<file path="src/t1pm_pkg.sv">
// Purpose: Shared constants for the T1 performance monitor counter block.
// Assumes: 100 MHz clk_i, classic Wishbone register access, 32-bit data.
// Notes:   Register offsets are byte addresses of aligned words.
package t1pm_pkg;
  // ----------------------------------------------------------------
  // Bus and register map
  // ----------------------------------------------------------------
  localparam int unsigned ADR_W          = 8;
  localparam int unsigned DAT_W          = 32;
  localparam logic [7:0]  OFS_ACCESS_PORT = 8'h00;
  localparam logic [7:0]  OFS_ACCESS_DATA = 8'h04;
  localparam logic [7:0]  OFS_CONTROL     = 8'h08;
  localparam logic [7:0]  OFS_IRQ_STATUS  = 8'h0C;
  localparam logic [7:0]  OFS_IRQ_MASK    = 8'h10;

  // Field positions.
  localparam int unsigned IDX_LSB      = 0;
  localparam int unsigned IDX_W        = 4;
  localparam int unsigned LINK_BIT     = 4;
  localparam int unsigned TRIG_BIT     = 0;
  localparam int unsigned AUTO_BIT     = 1;
  localparam int unsigned FMT_LSB      = 2;
  localparam int unsigned FMT_W        = 2;
  localparam int unsigned J1_BIT       = 4;
  localparam int unsigned CTRL_W       = 5;
  localparam int unsigned STAT_W       = 16;
  localparam int unsigned STAT_STRIDE  = 8;

  // Reset values.
  localparam logic [CTRL_W-1:0] CTRL_RST = 5'h00;
  localparam logic [STAT_W-1:0] STAT_RST = 16'h0000;
  localparam logic [7:0]        BYTE_RST = 8'h00;

  // ----------------------------------------------------------------
  // Framing formats and events
  // ----------------------------------------------------------------
  typedef enum logic [1:0] {
    T1PM_FMT_SF   = 2'h0,
    T1PM_FMT_ESF  = 2'h1,
    T1PM_FMT_DDM  = 2'h2,
    T1PM_FMT_LOOP = 2'h3
  } t1pm_format_t;

  localparam int unsigned EVT_NUM  = 7;
  localparam int unsigned EVT_LCV  = 0;
  localparam int unsigned EVT_FER  = 1;
  localparam int unsigned EVT_CRC  = 2;
  localparam int unsigned EVT_ALIGNMENT_SHIFT_COUNT = 3;
  localparam int unsigned EVT_OOF  = 4;
  localparam int unsigned EVT_PRBS = 5;
  localparam int unsigned EVT_DDS  = 6;

  // Counter widths.
  localparam int unsigned LCV_W = 16;
  localparam int unsigned FER_W = 12;
  localparam int unsigned CRC_W = 10;
  localparam int unsigned COF_W = 3;
  localparam int unsigned OOF_W = 5;
  localparam int unsigned PRB_W = 16;
  localparam int unsigned DDS_W = 10;

  // Indirect counter indexes.
  localparam logic [3:0] IX_CRC_LO = 4'h0;
  localparam logic [3:0] IX_CRC_HI = 4'h1;
  localparam logic [3:0] IX_FER_LO = 4'h2;
  localparam logic [3:0] IX_FER_HI = 4'h3;
  localparam logic [3:0] IX_ALIGNMENT_SHIFT_COUNT   = 4'h4;
  localparam logic [3:0] IX_OOF    = 4'h5;
  localparam logic [3:0] IX_PRB_LO = 4'h6;
  localparam logic [3:0] IX_PRB_HI = 4'h7;
  localparam logic [3:0] IX_LCV_LO = 4'h8;
  localparam logic [3:0] IX_LCV_HI = 4'h9;
  localparam logic [3:0] IX_DDS_LO = 4'hA;
  localparam logic [3:0] IX_DDS_HI = 4'hB;

  // ----------------------------------------------------------------
  // Timing
  // ----------------------------------------------------------------
  localparam int unsigned CLK_PERIOD_NS     = 10;
  localparam int unsigned ONE_SECOND_NS     = 1000000000;
  localparam int unsigned ONE_SECOND_CYCLES = ONE_SECOND_NS / CLK_PERIOD_NS;
endpackage : t1pm_pkg

</file>
<file path="src/t1pm_sat_counter.sv">
// Purpose: Saturating event counter with group clear.
// Assumes: event_i is a one-cycle pulse on clk_i.
// Notes:   A clear loads the coincident event so nothing is dropped.
`timescale 1ns/1ps
module t1pm_sat_counter #(
  parameter int unsigned WIDTH = 8
) (
  input  wire logic             clk_i,
  input  wire logic             rst_i,
  input  wire logic             event_i,
  input  wire logic             enable_i,
  input  wire logic             clear_i,
  output logic      [WIDTH-1:0] count_o,
  output logic                  overflow_o
);
  logic [WIDTH-1:0] count_q;
  logic [WIDTH-1:0] count_d;
  logic             hit;
  logic             at_max;

  // Count qualified events, hold at the top instead of wrapping.
  assign hit        = event_i & enable_i;
  assign at_max     = &count_q;
  assign overflow_o = hit & at_max;
  assign count_d    = clear_i ? {{(WIDTH-1){1'b0}}, hit} :
                      (hit & ~at_max) ? count_q + {{(WIDTH-1){1'b0}}, 1'b1} : count_q;
  assign count_o    = count_q;

  // Counter state.
  always_ff @(posedge clk_i) begin
    if (rst_i) begin
      count_q <= '0;
    end else begin
      count_q <= count_d;
    end
  end
endmodule : t1pm_sat_counter

</file>
<file path="src/t1pm_sec_tick.sv">
// Purpose: Periodic one-cycle tick, once per report period.
// Assumes: CYCLES is at least 2.
// Notes:   Shorten CYCLES in simulation.
`timescale 1ns/1ps
module t1pm_sec_tick #(
  parameter int unsigned CYCLES = 100000000
) (
  input  wire logic clk_i,
  input  wire logic rst_i,
  output logic      tick_o
);
  localparam int unsigned CW = $clog2(CYCLES);

  logic [CW-1:0] cnt_q;
  logic          last;

  // Wrap at the end of the period and flag that cycle.
  assign last   = (cnt_q == CW'(CYCLES - 1));
  assign tick_o = last;

  // Period counter.
  always_ff @(posedge clk_i) begin
    if (rst_i || last) begin
      cnt_q <= '0;
    end else begin
      cnt_q <= cnt_q + CW'(1);
    end
  end
endmodule : t1pm_sec_tick

</file>
<file path="src/t1pm_monitor.sv">
// Purpose: Per-link performance counters read through an indirect port.
// Assumes: Event inputs are one-cycle pulses synchronous to clk_i.
// Notes:   Registers sit on a classic Wishbone slave, one word each.
`timescale 1ns/1ps

module t1pm_monitor
  import t1pm_pkg::*;
#(
  parameter int unsigned NUM_LINKS   = 2,
  parameter int unsigned TICK_CYCLES = t1pm_pkg::ONE_SECOND_CYCLES
) (
  input  wire logic                        clk_i,
  input  wire logic                        rst_i,
  input  wire logic                        wb_cyc_i,
  input  wire logic                        wb_stb_i,
  input  wire logic                        wb_we_i,
  input  wire logic [t1pm_pkg::ADR_W-1:0]  wb_adr_i,
  input  wire logic [3:0]                  wb_sel_i,
  input  wire logic [t1pm_pkg::DAT_W-1:0]  wb_dat_i,
  output logic      [t1pm_pkg::DAT_W-1:0]  wb_dat_o,
  output logic                             wb_ack_o,
  output logic                             irq_o,
  input  wire logic [NUM_LINKS-1:0]        line_code_event_i,
  input  wire logic [NUM_LINKS-1:0]        framing_bit_event_i,
  input  wire logic [NUM_LINKS-1:0]        crc6_event_i,
  input  wire logic [NUM_LINKS-1:0]        alignment_shift_event_i,
  input  wire logic [NUM_LINKS-1:0]        sync_loss_event_i,
  input  wire logic [NUM_LINKS-1:0]        prbs_checker_event_i,
  input  wire logic [NUM_LINKS-1:0]        dds_event_i
);
  import t1pm_pkg::*;

  // ----------------------------------------------------------------
  // Decoding functions
  // ----------------------------------------------------------------

  // Picks one byte of a link's counters by indirect index; holes read zero.
  function automatic logic [7:0] sel_byte(input logic [3:0]       idx,
                                          input logic [CRC_W-1:0] crc,
                                          input logic [FER_W-1:0] framing_bit_error_count,
                                          input logic [COF_W-1:0] cof,
                                          input logic [OOF_W-1:0] sync_loss_count,
                                          input logic [PRB_W-1:0] prb,
                                          input logic [LCV_W-1:0] line_code_error_count,
                                          input logic [DDS_W-1:0] dds);
    logic [7:0] b;
    b = BYTE_RST;
    case (idx)
      IX_CRC_LO: b = crc[7:0];
      IX_CRC_HI: b = {6'h00, crc[CRC_W-1:8]};
      IX_FER_LO: b = framing_bit_error_count[7:0];
      IX_FER_HI: b = {4'h0, framing_bit_error_count[FER_W-1:8]};
      IX_ALIGNMENT_SHIFT_COUNT:   b = {5'h00, cof};
      IX_OOF:    b = {3'h0, sync_loss_count};
      IX_PRB_LO: b = prb[7:0];
      IX_PRB_HI: b = prb[PRB_W-1:8];
      IX_LCV_LO: b = line_code_error_count[7:0];
      IX_LCV_HI: b = line_code_error_count[LCV_W-1:8];
      IX_DDS_LO: b = dds[7:0];
      IX_DDS_HI: b = {6'h00, dds[DDS_W-1:8]};
      default:   b = BYTE_RST;
    endcase
    return b;
  endfunction : sel_byte

  // Which counters run for a framing format; the T1-only formats stop in J1.
  function automatic logic [EVT_NUM-1:0] fmt_enables(input t1pm_format_t fmt,
                                                     input logic         j1);
    logic [EVT_NUM-1:0] e;
    e = '0;
    e[EVT_LCV]  = 1'b1;
    e[EVT_FER]  = 1'b1;
    e[EVT_ALIGNMENT_SHIFT_COUNT] = 1'b1;
    e[EVT_OOF]  = 1'b1;
    e[EVT_PRBS] = 1'b1;
    case (fmt)
      T1PM_FMT_SF:   e[EVT_CRC] = 1'b0;
      T1PM_FMT_ESF:  e[EVT_CRC] = 1'b1;
      T1PM_FMT_DDM:  e[EVT_DDS] = 1'b1;
      T1PM_FMT_LOOP: e[EVT_DDS] = 1'b0;
      default:       e = '0;
    endcase
    if (j1 && (fmt == T1PM_FMT_DDM || fmt == T1PM_FMT_LOOP)) begin
      e = '0;
    end
    return e;
  endfunction : fmt_enables

  // ----------------------------------------------------------------
  // Wishbone slave
  // ----------------------------------------------------------------
  logic                ack_q;
  logic [DAT_W-1:0]    rdat_q;
  logic                req;
  logic                wr_fire;
  logic [DAT_W-1:0]    rd_word;
  logic                hit_port;
  logic                hit_data;
  logic                hit_ctrl;
  logic                hit_stat;
  logic                hit_mask;

  // Address decode; unmapped words read zero and writes to them are dropped.
  assign req      = wb_cyc_i & wb_stb_i;
  assign wr_fire  = req & ack_q & wb_we_i;
  assign hit_port = (wb_adr_i == OFS_ACCESS_PORT);
  assign hit_data = (wb_adr_i == OFS_ACCESS_DATA);
  assign hit_ctrl = (wb_adr_i == OFS_CONTROL);
  assign hit_stat = (wb_adr_i == OFS_IRQ_STATUS);
  assign hit_mask = (wb_adr_i == OFS_IRQ_MASK);
  assign wb_ack_o = ack_q;
  assign wb_dat_o = rdat_q;

  // Acknowledge one cycle after the request; ack drops the cycle after.
  always_ff @(posedge clk_i) begin
    if (rst_i) begin
      ack_q <= 1'b0;
    end else begin
      ack_q <= req & ~ack_q;
    end
  end

  // ----------------------------------------------------------------
  // Direct registers
  // ----------------------------------------------------------------
  logic [IDX_W-1:0]       idx_q;
  logic                   link_sel_q;
  logic [CTRL_W-1:0]      ctrl_q;
  logic                   trig_prev_q;
  logic [7:0]             data_q;
  logic [STAT_W-1:0]      stat_q;
  logic [STAT_W-1:0]      stat_d;
  logic [STAT_W-1:0]      mask_q;
  logic [STAT_W-1:0]      stat_set;
  logic [STAT_W-1:0]      stat_clr;
  logic [EVT_NUM-1:0]     run_en;
  logic                   trig_rise;
  logic                   tick;
  logic                   transfer;
  logic [7:0]             link_byte [NUM_LINKS];
  logic [7:0]             sel_data;

  // Selector register: counter index and link select.
  always_ff @(posedge clk_i) begin
    if (rst_i) begin
      idx_q      <= '0;
      link_sel_q <= 1'b0;
    end else if (wr_fire && hit_port && wb_sel_i[0]) begin
      idx_q      <= wb_dat_i[IDX_LSB +: IDX_W];
      link_sel_q <= wb_dat_i[LINK_BIT];
    end
  end

  // Control register: trigger, periodic enable, format and J1 mode.
  always_ff @(posedge clk_i) begin
    if (rst_i) begin
      ctrl_q <= CTRL_RST;
    end else if (wr_fire && hit_ctrl && wb_sel_i[0]) begin
      ctrl_q <= wb_dat_i[CTRL_W-1:0];
    end
  end

  // Previous trigger level for edge detection.
  always_ff @(posedge clk_i) begin
    if (rst_i) begin
      trig_prev_q <= 1'b0;
    end else begin
      trig_prev_q <= ctrl_q[TRIG_BIT];
    end
  end

  // Transfer sources: trigger edge always, period tick only when enabled.
  assign trig_rise = ctrl_q[TRIG_BIT] & ~trig_prev_q;
  assign transfer  = trig_rise | (tick & ctrl_q[AUTO_BIT]);
  assign run_en    = fmt_enables(t1pm_format_t'(ctrl_q[FMT_LSB +: FMT_W]), ctrl_q[J1_BIT]);

  t1pm_sec_tick #(
    .CYCLES (TICK_CYCLES)
  ) u_tick (
    .clk_i  (clk_i),
    .rst_i  (rst_i),
    .tick_o (tick)
  );

  // Data field takes the selected byte only on a transfer, never on a read.
  assign sel_data = link_byte[link_sel_q];
  always_ff @(posedge clk_i) begin
    if (rst_i) begin
      data_q <= BYTE_RST;
    end else if (transfer) begin
      data_q <= sel_data;
    end
  end

  // Sticky flags: write one to clear, a new overflow wins over the clear.
  assign stat_clr = (wr_fire && hit_stat) ?
                    (wb_dat_i[STAT_W-1:0] & {{8{wb_sel_i[1]}}, {8{wb_sel_i[0]}}}) : '0;
  assign stat_d   = (stat_q & ~stat_clr) | stat_set;
  always_ff @(posedge clk_i) begin
    if (rst_i) begin
      stat_q <= STAT_RST;
    end else begin
      stat_q <= stat_d;
    end
  end

  // Overflow interrupt enables.
  always_ff @(posedge clk_i) begin
    if (rst_i) begin
      mask_q <= STAT_RST;
    end else if (wr_fire && hit_mask) begin
      if (wb_sel_i[0]) begin
        mask_q[7:0] <= wb_dat_i[7:0];
      end
      if (wb_sel_i[1]) begin
        mask_q[15:8] <= wb_dat_i[15:8];
      end
    end
  end

  assign irq_o = |(stat_q & mask_q);

  // Read multiplexer.
  assign rd_word = hit_port ? {{(DAT_W-LINK_BIT-1){1'b0}}, link_sel_q, idx_q} :
                   hit_data ? {{(DAT_W-8){1'b0}}, data_q} :
                   hit_ctrl ? {{(DAT_W-CTRL_W){1'b0}}, ctrl_q} :
                   hit_stat ? {{(DAT_W-STAT_W){1'b0}}, stat_q} :
                   hit_mask ? {{(DAT_W-STAT_W){1'b0}}, mask_q} : '0;
  always_ff @(posedge clk_i) begin
    if (rst_i) begin
      rdat_q <= '0;
    end else if (req && !ack_q) begin
      rdat_q <= rd_word;
    end
  end

  // ----------------------------------------------------------------
  // Per-link counters
  // ----------------------------------------------------------------
  logic [LCV_W-1:0] lcv_cnt [NUM_LINKS];
  logic [FER_W-1:0] fer_cnt [NUM_LINKS];
  logic [CRC_W-1:0] crc_cnt [NUM_LINKS];
  logic [COF_W-1:0] cof_cnt [NUM_LINKS];
  logic [OOF_W-1:0] oof_cnt [NUM_LINKS];
  logic [PRB_W-1:0] prb_cnt [NUM_LINKS];
  logic [DDS_W-1:0] dds_cnt [NUM_LINKS];

  for (genvar l = 0; l < NUM_LINKS; l++) begin : g_link
    logic               clr;
    logic [EVT_NUM-1:0] ovf;

    // Group clear of the selected link on every transfer.
    assign clr = transfer & (link_sel_q == l[0]);
    assign stat_set[l*STAT_STRIDE +: STAT_STRIDE] = {1'b0, ovf};
    assign link_byte[l] = sel_byte(idx_q, crc_cnt[l], fer_cnt[l], cof_cnt[l],
                                   oof_cnt[l], prb_cnt[l], lcv_cnt[l], dds_cnt[l]);

    t1pm_sat_counter #(.WIDTH(LCV_W)) u_lcv (
      .clk_i(clk_i), .rst_i(rst_i), .event_i(line_code_event_i[l]),
      .enable_i(run_en[EVT_LCV]), .clear_i(clr),
      .count_o(lcv_cnt[l]), .overflow_o(ovf[EVT_LCV]));
    t1pm_sat_counter #(.WIDTH(FER_W)) u_fer (
      .clk_i(clk_i), .rst_i(rst_i), .event_i(framing_bit_event_i[l]),
      .enable_i(run_en[EVT_FER]), .clear_i(clr),
      .count_o(fer_cnt[l]), .overflow_o(ovf[EVT_FER]));
    t1pm_sat_counter #(.WIDTH(CRC_W)) u_crc (
      .clk_i(clk_i), .rst_i(rst_i), .event_i(crc6_event_i[l]),
      .enable_i(run_en[EVT_CRC]), .clear_i(clr),
      .count_o(crc_cnt[l]), .overflow_o(ovf[EVT_CRC]));
    t1pm_sat_counter #(.WIDTH(COF_W)) u_cof (
      .clk_i(clk_i), .rst_i(rst_i), .event_i(alignment_shift_event_i[l]),
      .enable_i(run_en[EVT_ALIGNMENT_SHIFT_COUNT]), .clear_i(clr),
      .count_o(cof_cnt[l]), .overflow_o(ovf[EVT_ALIGNMENT_SHIFT_COUNT]));
    t1pm_sat_counter #(.WIDTH(OOF_W)) u_oof (
      .clk_i(clk_i), .rst_i(rst_i), .event_i(sync_loss_event_i[l]),
      .enable_i(run_en[EVT_OOF]), .clear_i(clr),
      .count_o(oof_cnt[l]), .overflow_o(ovf[EVT_OOF]));
    t1pm_sat_counter #(.WIDTH(PRB_W)) u_prb (
      .clk_i(clk_i), .rst_i(rst_i), .event_i(prbs_checker_event_i[l]),
      .enable_i(run_en[EVT_PRBS]), .clear_i(clr),
      .count_o(prb_cnt[l]), .overflow_o(ovf[EVT_PRBS]));
    t1pm_sat_counter #(.WIDTH(DDS_W)) u_dds (
      .clk_i(clk_i), .rst_i(rst_i), .event_i(dds_event_i[l]),
      .enable_i(run_en[EVT_DDS]), .clear_i(clr),
      .count_o(dds_cnt[l]), .overflow_o(ovf[EVT_DDS]));
  end
endmodule : t1pm_monitor

</file>
<file path="config.mk">
export PLATFORM = sky130hd
export DESIGN_NAME = t1pm_monitor
export DESIGN_NICKNAME = d
export VERILOG_FILES = /design/src/t1pm_pkg.sv /design/src/t1pm_sat_counter.sv /design/src/t1pm_sec_tick.sv /design/src/t1pm_monitor.sv
export SDC_FILE = /design/constraint.sdc
export NUM_CORES = 1
export LEC_CHECK = 0
export ABC_AREA = 1
export BUFFER_PORTS_ARGS = -buffer_cell sky130_fd_sc_hd__buf_2
export CAP_MARGIN = 30
export CELL_PAD_IN_SITES_DETAIL_PLACEMENT = 1
export CELL_PAD_IN_SITES_GLOBAL_PLACEMENT = 2
export CORE_MARGIN = 1
export CORE_UTILIZATION = 31
export CTS_BUF_LIST = sky130_fd_sc_hd__clkbuf_4
export DETAILED_ROUTE_END_ITERATION = 10
export MAX_ROUTING_LAYER = met4
export PLACE_DENSITY = 0.8
export SLEW_MARGIN = 20
export SYNTH_ARGS = -nofsm -noshare
export SYNTH_HDL_FRONTEND = slang
export SYNTH_HIERARCHICAL = 1
export SYNTH_SLANG_ARGS = --single-unit
</file>
<file path="constraint.sdc">
create_clock -name clk_i -period 2.6 [get_ports clk_i]
set_clock_uncertainty 0.15 [all_clocks]
set_input_delay 0.13 -clock clk_i [delete_from_list [all_inputs] [get_ports clk_i]]
set_output_delay 0.13 -clock clk_i [all_outputs]
set_load 0.01 [all_outputs]
</file>
; ---- After elaboration in Yosys (flattened, before gate mapping)
; Cells that the tools add are included.
[totals]
reg_bits = 255
inputBits = 63
out_inout_bits = 34
elab_cells = 236
[op_classes]
add_sub_neg = 15
order_cmp = 1
eq_ne = 19
muxes = 42
bitwise_logic = 74
reduce_logical = 46
[op_table]
columns = op, count
row1 = $pmux 8 s12, 2
row2 = $mux 16, 6
row3 = $add 16x1->16 const B, 4
row4 = $reduce_and 16->1, 4
row5 = $and 1x1->1, 50
row6 = $and 16x16->16, 3
row7 = $add 10x1->10 const B, 4
row8 = $reduce_and 10->1, 4
row9 = $mux 1, 30
row10 = $reduce_bool 2->1, 14
row11 = $add 27x1->27 const B, 1
row12 = $eq 27x27->1 const B, 1
row13 = $add 12x1->12 const B, 2
row14 = $mux 8, 3
row15 = $reduce_and 12->1, 2
row16 = $not 1->1, 17
row17 = $eq 4x3->1 const B, 4
row18 = $eq 4x4->1 const B, 4
row19 = $eq 8x4->1 const B, 2
row20 = $not 16->16, 1
row21 = $or 16x15->16, 1
row22 = $reduce_or 16->1, 1
row23 = $add 5x1->5 const B, 2
row24 = $reduce_and 5->1, 2
row25 = other kinds (19), 33

; ---- Longest topological paths before layout
[depth]
word_depth = 8
ltp_mapped = 14

; ---- By module
; The synthesis kept the hierarchy.
[modules_own_cells]
columns = mod, instances, cells_each, area_per_inst_um2, seq_area_each_um2
row1 = t1pm_monitor, 1, 751, 4337.9, 1361.3
row2 = t1pm_sat_counter (g_link[0].u_lcv ...), 4, 157, 1008.5, 320.3
row3 = t1pm_sat_counter (g_link[0].u_crc ...), 4, 93, 628.1, 200.2
row4 = t1pm_sec_tick, 1, 224, 1458.9, 540.5
row5 = t1pm_sat_counter (g_link[0].u_fer ...), 2, 110, 718.2, 240.2
row6 = t1pm_sat_counter (g_link[0].u_oof ...), 2, 44, 290.3, 100.1
row7 = t1pm_sat_counter (g_link[0].u_cof ...), 2, 25, 186.4, 60.1

; ---- Least setup slack after synthesis
; No wires, ideal clock.
[synth_path]
path_kind = register to register
from = register u_tick.cnt_q[0]
to = register g_link[0].u_lcv.count_q[11]
setup_time_ns = 0.125
arrival_ns = 2.466
slack_ns = -0.141
stages_incl_launch_ff = 14
path_buffers = 1
synth_period_minus_slack_ns = 2.741
cell_sequence = dfxtp_1 > ha_1 > inv_1 > nor2_4 > nand2_4 > inv_1 > nand2_1 > nor2_1 > a21oi_1 > clkbuf_1 > nor2_1 > nor2_1 > inv_1 > a21oi_1
[synth_between]
elab_chain_len = 5
[synth_rtl]
columns = element, line
row1 = from (decl), t1pm_sec_tick.sv:14  ; logic [CW-1:0] cnt_q;
row2 = from (signal assigned), t1pm_sec_tick.sv:26  ; cnt_q <= cnt_q + CW'(1);
row3 = $eq 27x27->1, t1pm_sec_tick.sv:18  ; assign last = (cnt_q == CW'(CYCLES - 1));
row4 = net tick, t1pm_monitor.sv:138  ; logic tick;
row5 = $and 1x1->1, t1pm_monitor.sv:174  ; assign transfer = trig_rise | (tick & ctrl_q[AUTO_BIT]);
row6 = $or 1x1->1, t1pm_monitor.sv:174
row7 = $and 1x1->1, t1pm_monitor.sv:253  ; assign clr = transfer & (link_sel_q == l[0]);
row8 = net g_link[0].clr, t1pm_monitor.sv:249  ; logic clr;
row9 = $reduce_or 2->1 (no source line), -
row10 = to (signal assigned), t1pm_sat_counter.sv:34  ; count_q <= count_d;
row11 = to (decl), t1pm_sat_counter.sv:16  ; logic [WIDTH-1:0] count_q;
; The timed path passes the listed nets, and every way through them passes these cells.
; A chain may end at the register's enable or synchronous reset.

; ---- Worst setup path after layout
[layout_path]
from = input wb_adr_i[0] (netlist name)
to = register rdat_q[7] (netlist: wb_dat_o[7])
[layout_between]
elab_chain_len = 6
word_cells_on_any_way = 10
cone_classes = 4 x eq/ne / 5 x mux / 1 x reduce/logical
[layout_rtl]
columns = element, line
row1 = from (decl), t1pm_monitor.sv:17  ; input wire logic [t1pm_pkg::ADR_W-1:0] wb_adr_i,
row2 = $eq 8x5->1, t1pm_monitor.sv:110  ; assign hit_mask = (wb_adr_i == OFS_IRQ_MASK);
row3 = $mux 16, t1pm_monitor.sv:228  ; hit_mask ? {{(DAT_W-STAT_W){1'b0}}, mask_q} : '0;
row4 = $mux 16, t1pm_monitor.sv:227  ; hit_stat ? {{(DAT_W-STAT_W){1'b0}}, stat_q} :
row5 = $mux 16, t1pm_monitor.sv:226  ; hit_ctrl ? {{(DAT_W-CTRL_W){1'b0}}, ctrl_q} :
row6 = $mux 16, t1pm_monitor.sv:225  ; hit_data ? {{(DAT_W-8){1'b0}}, data_q} :
row7 = $mux 16 (*), t1pm_monitor.sv:224  ; assign rd_word = hit_port ? {{(DAT_W-LINK_BIT-1){1'b0}}, link_sel_q, idx_q} :
row8 = to (signal assigned), t1pm_monitor.sv:233  ; rdat_q <= rd_word;
row9 = to (decl), t1pm_monitor.sv:93  ; logic [DAT_W-1:0] rdat_q;
; Every way passes the cells marked *; elsewhere a longest branch is shown, timed or not.

==> impl_metrics.py <==
metrics = {
    "logic_synthesis": {
        "ys_seq_area_share_pct": 32.5,
        "synth_area_leader_cell": "dfxtp_1",
        "yosys_warnings": 6,
        "synth_area_leaders": "dfxtp_1 (32%), nand2_1 (19%), nor2_1 (10%)",
        "syn_area_um2": 14700,
        "synth_edf_count": 0,
        "synth_top_area_share_pct": 32.5,
        "netlist-cell-type-count": 43,
        "synthCells": 2333,
        "ys_ff_latch": 239,
        "synthFlopType": "dfxtp_1",
        "synth_fa_ha_area_share_pct": 1.61,
        "synth_xor_area_share_pct": 3.57,
        "synth_top_family_by_area": "simple AND/OR/NAND/NOR gates",
        "async_flop_share_pct": 0,
        "synth-compound-area-share_pct": 7.68,
        "synthSimpleGateAreaFrac_pct": 46.2,
        "synthMuxAreaShare_pct": 0,
        "synth.avg_cell_area_um2": 6.31,
    },
    "route": {
        "via_per_inst": 4.89,
        "post_drt_wl_per_cell_um": 16.4,
        "drc": 7,
        "drtPass1Iterations": 8,
        "wirelength_um": 52700,
        "drtAntennaViolNets": 0,
        "via_count": 15700,
        "drt_iter0_drc": 795,
    },
    "global_route": {
        "gr-total-overflow": 0,
        "grt_pass1_vias": 15900,
        "grt_max_degree": 45,
        "grt_pass1_wl_um": 84100,
        "grt_use_met1_pct": 28.0,
        "met3_usage_pct": 4.15,
        "grt_antenna_before_repair": 3,
        "use_met2_pct": 37.2,
        "grt_use_total_pct": 22.7,
        "grt_busiest_layer": "met2",
    },
    "clock_tree": {
        "clk_latency_ns": 0.81,
        "clock-root-buffer": "clkbuf_4",
        "htree_levels": 3,
        "cts_tree": "yes",
        "clkSinkCount": 239,
        "cts_buffers": 76,
        "clkSlewWorstSetupHoldPaths_ns": 0.06,
        "clock_path_buffers": 3,
    },
    "setup_path": {
        "arrival_ns": 3.04,
        "start_kind": "input port",
        "end_kind": "register",
        "cp_max_fo": 14,
        "worstSetupPathType": "in -> reg",
        "worstReg2RegStart": "u_tick/cnt_q[0]$_SDFF_PP0_",
        "critPathLaunch": "wb_adr_i[0]",
        "crit_family": "buffers and inverters",
        "path_cells": "dlygate4sd3_1 > buf_2 > nor2_1 > nand2_1 > dlygate4sd3_1 > nor2_4 > nand2_1 > clkinv_4 > nand2_1 > nand3_1 > nand2_1 > dlygate4sd3_1 > a21oi_1",
        "cp_common_cell": "nand2_1",
        "path_buf_inv": 5,
        "cpMaxStageDelayCell": "dlygate4sd3_1",
        "cp.required_ns": 3.19,
        "crit_path_max_incr_delay_ns": 0.60,
    },
    "power_and_ir_drop": {
        "pwr-share-seq_pct": 46.6,
        "p_leak_nw": 7.24,
        "p_sw_share_pct": 26.8,
        "intPower_w": 0.00591,
        "power_density_nw_per_um2": 459,
        "switchingPower_w": 0.00217,
        "peakVddDrop_mv": 0.193,
        "p_total_w": 0.00808,
        "p_comb_share_pct": 5.9,
        "clkPwrFrac_pct": 47.4,
    },
    "placed_design": {
        "place_congestion": 0.880,
        "place_ws_ns": -0.276,
        "port_buffers": 62,
        "placed_cells": 3002,
        "dp_hpwl_um": 39100,
    },
    "run_status": {
        "status": "complete, but fails checks",
        "violations": "DRC",
    },
    "timing": {
        "post-route-min-period_ns": 2.45,
        "max_freq_mhz": 408,
        "tns_ns": 0,
        "worstMarginPinSlew_ns": 0.747,
        "rsz0062_at_grt": "no",
        "finalMaxSlewViolations": 0,
        "worst_slack_ns": 0.148,
        "finalSetupViolCount": 0,
        "slew_headroom_pct": 50.0,
        "hold_viol": 0,
        "period_share_pct": 94.3,
    },
    "layout": {
        "drive_gt1_share_pct": 15.1,
        "utilization_pct": 37.7,
        "instances_no_fill": 3208,
        "seq_area_um2": 4780,
        "multi_input_area_um2": 8790,
        "area_growth_syn_to_layout_pct": 19.5,
        "finalNetCount": 2642,
        "fillers": 6218,
    },
    "floorplanning": {
        "fp.dieW_um": 220,
        "die_area_um2": 48400,
        "fp.dieH_um": 220,
        "initial_core_util_pct": 31.5,
        "fp.coreArea_um2": 46800,
        "rows": 79,
        "pin_count": 97,
    },
    "flow_run": {
        "maxCapViolations": 0,
    },
    "hold_path": {
        "hold_start": "wb_dat_i[6]",
        "hold_path_class": "in -> reg",
    },
}
cells by family (layout without fill, tap and decap cells):
kind of cell	count (synthesis)	after routing
adder cells (fa/ha/maj)	19	19
AND/OR/NAND/NOR	1533	1533
XOR/XNOR	60	60
buffers and inverters	283	533
flip-flops	239	239
AO/OA/AOI/OAI	198	198
other	1	19
cell usage after synthesis, types with 24 or more instances:
| cell type | instances |
|---|---|
| xnor2_1 | 24 |
| nand3_1 | 162 |
| nand4_1 | 35 |
| nor2_1 | 402 |
| dfxtp_1 | 239 |
| o21ai_0 | 26 |
| inv_1 | 202 |
| xor2_1 | 36 |
| nand2_2 | 25 |
| a21oi_1 | 129 |
| nor2_2 | 43 |
| nand2_1 | 757 |
cell usage in the layout, fill, tap and decap left out, types with 43 or more instances in the layout:
cell type | netlist | layout
nand2_1 | 757 | 757
nor2_1 | 402 | 398
dfxtp_1 | 239 | 239
inv_1 | 202 | 197
nand3_1 | 162 | 162
a21oi_1 | 129 | 128
clkbuf_4 | 0 | 105
dlygate4sd3_1 | 0 | 82
buf_2 | 10 | 61
nor2_2 | 43 | 43
worst reg2reg max path, cell delays in order (launching register included):
cell and delay, ns:
dfxtp_1 0.35, ha_1 0.21, inv_1 0.09, nor2_4 0.15, nand2_4 0.06, inv_1 0.11, nand2_1 0.07, nor2_1 0.17
a21oi_2 0.11, nor2_2 0.15, buf_4 0.20, buf_12 0.15, nor2_1 0.08, buf_4 0.21, nor2_1 0.11, nor2_1 0.05
area by class of cell:
type | count | area share (%)
antenna | 3 | 0.0426
clock buffer | 105 | 4.48
clock inverter | 11 | 0.611
inverter | 228 | 4.90
multi-input combinational | 1826 | 49.9
sequential | 239 | 27.2
tap | 607 | 4.31
timing repair buffer | 188 | 8.57
timing repair inverter | 1 | 0.0284
power by group through the flow:
stage	Clock (W)	Combinational [W]	Sequential (W)
after floorplan	0	0.000279	0.00383
after global placement	0	0.000393	0.00385
after detailed placement	0	0.000408	0.00385
after CTS	0.00400	0.000478	0.00377
after global routing	0.00417	0.000538	0.00377
final	0.00383	0.000479	0.00377
registers in the layout, indices dropped and copies added (netlist names), 10 cells and up:
name	count
g_link.u_lcv/count_o	32
g_link.u_prb/count_o	32
u_tick/cnt_q	27
g_link.u_fer/count_o	24
g_link.u_crc/count_o	20
g_link.u_dds/count_o	20
mask_q	16
stat_q	16
wb_dat_o	16
g_link.u_oof/count_o	10
what timing repair did:
item	in CTS	in global routing
gates cloned	0	1
resized for setup	4	15
hold endpoints to repair	211	0
buffers inserted	0	4
hold buffers	83	0
setup endpoints to repair	27	82
stage by stage:
stage | hold WS [ns] | area (um^2)
after floorplan | 0.0424 | 14800
after global placement | 0.261 | 15800
after detailed placement | 0.288 | 15800
after CTS | 0.0144 | 17600
after global routing | 0.0394 | 17600
final | 0.0906 | 17600
per-layer routing:
| layer | routed length, um | up-vias |
|---|---|---|
| met4 | 1370 | 0 |
| met2 | 25000 | 285 |
| met1 | 24200 | 7492 |
| met5 | 0 | - |
| li1 | - | 7813 |
| met3 | 2090 | 99 |
path summary, 6_finish.rpt:
kind                                             end  depth (start not counted)  slack (ns)
max reg2reg  g_link[1].u_lcv/count_o[0]$_SDFFE_PP0P_                         15        0.16
min                             stat_q[6]$_SDFF_PP0_                          5        0.09
max                         wb_dat_o[7]$_SDFFE_PP0P_                         13        0.15
min reg2reg               u_tick/cnt_q[0]$_SDFF_PP0_                          1        0.30
(Power assumes the default switching activity.)
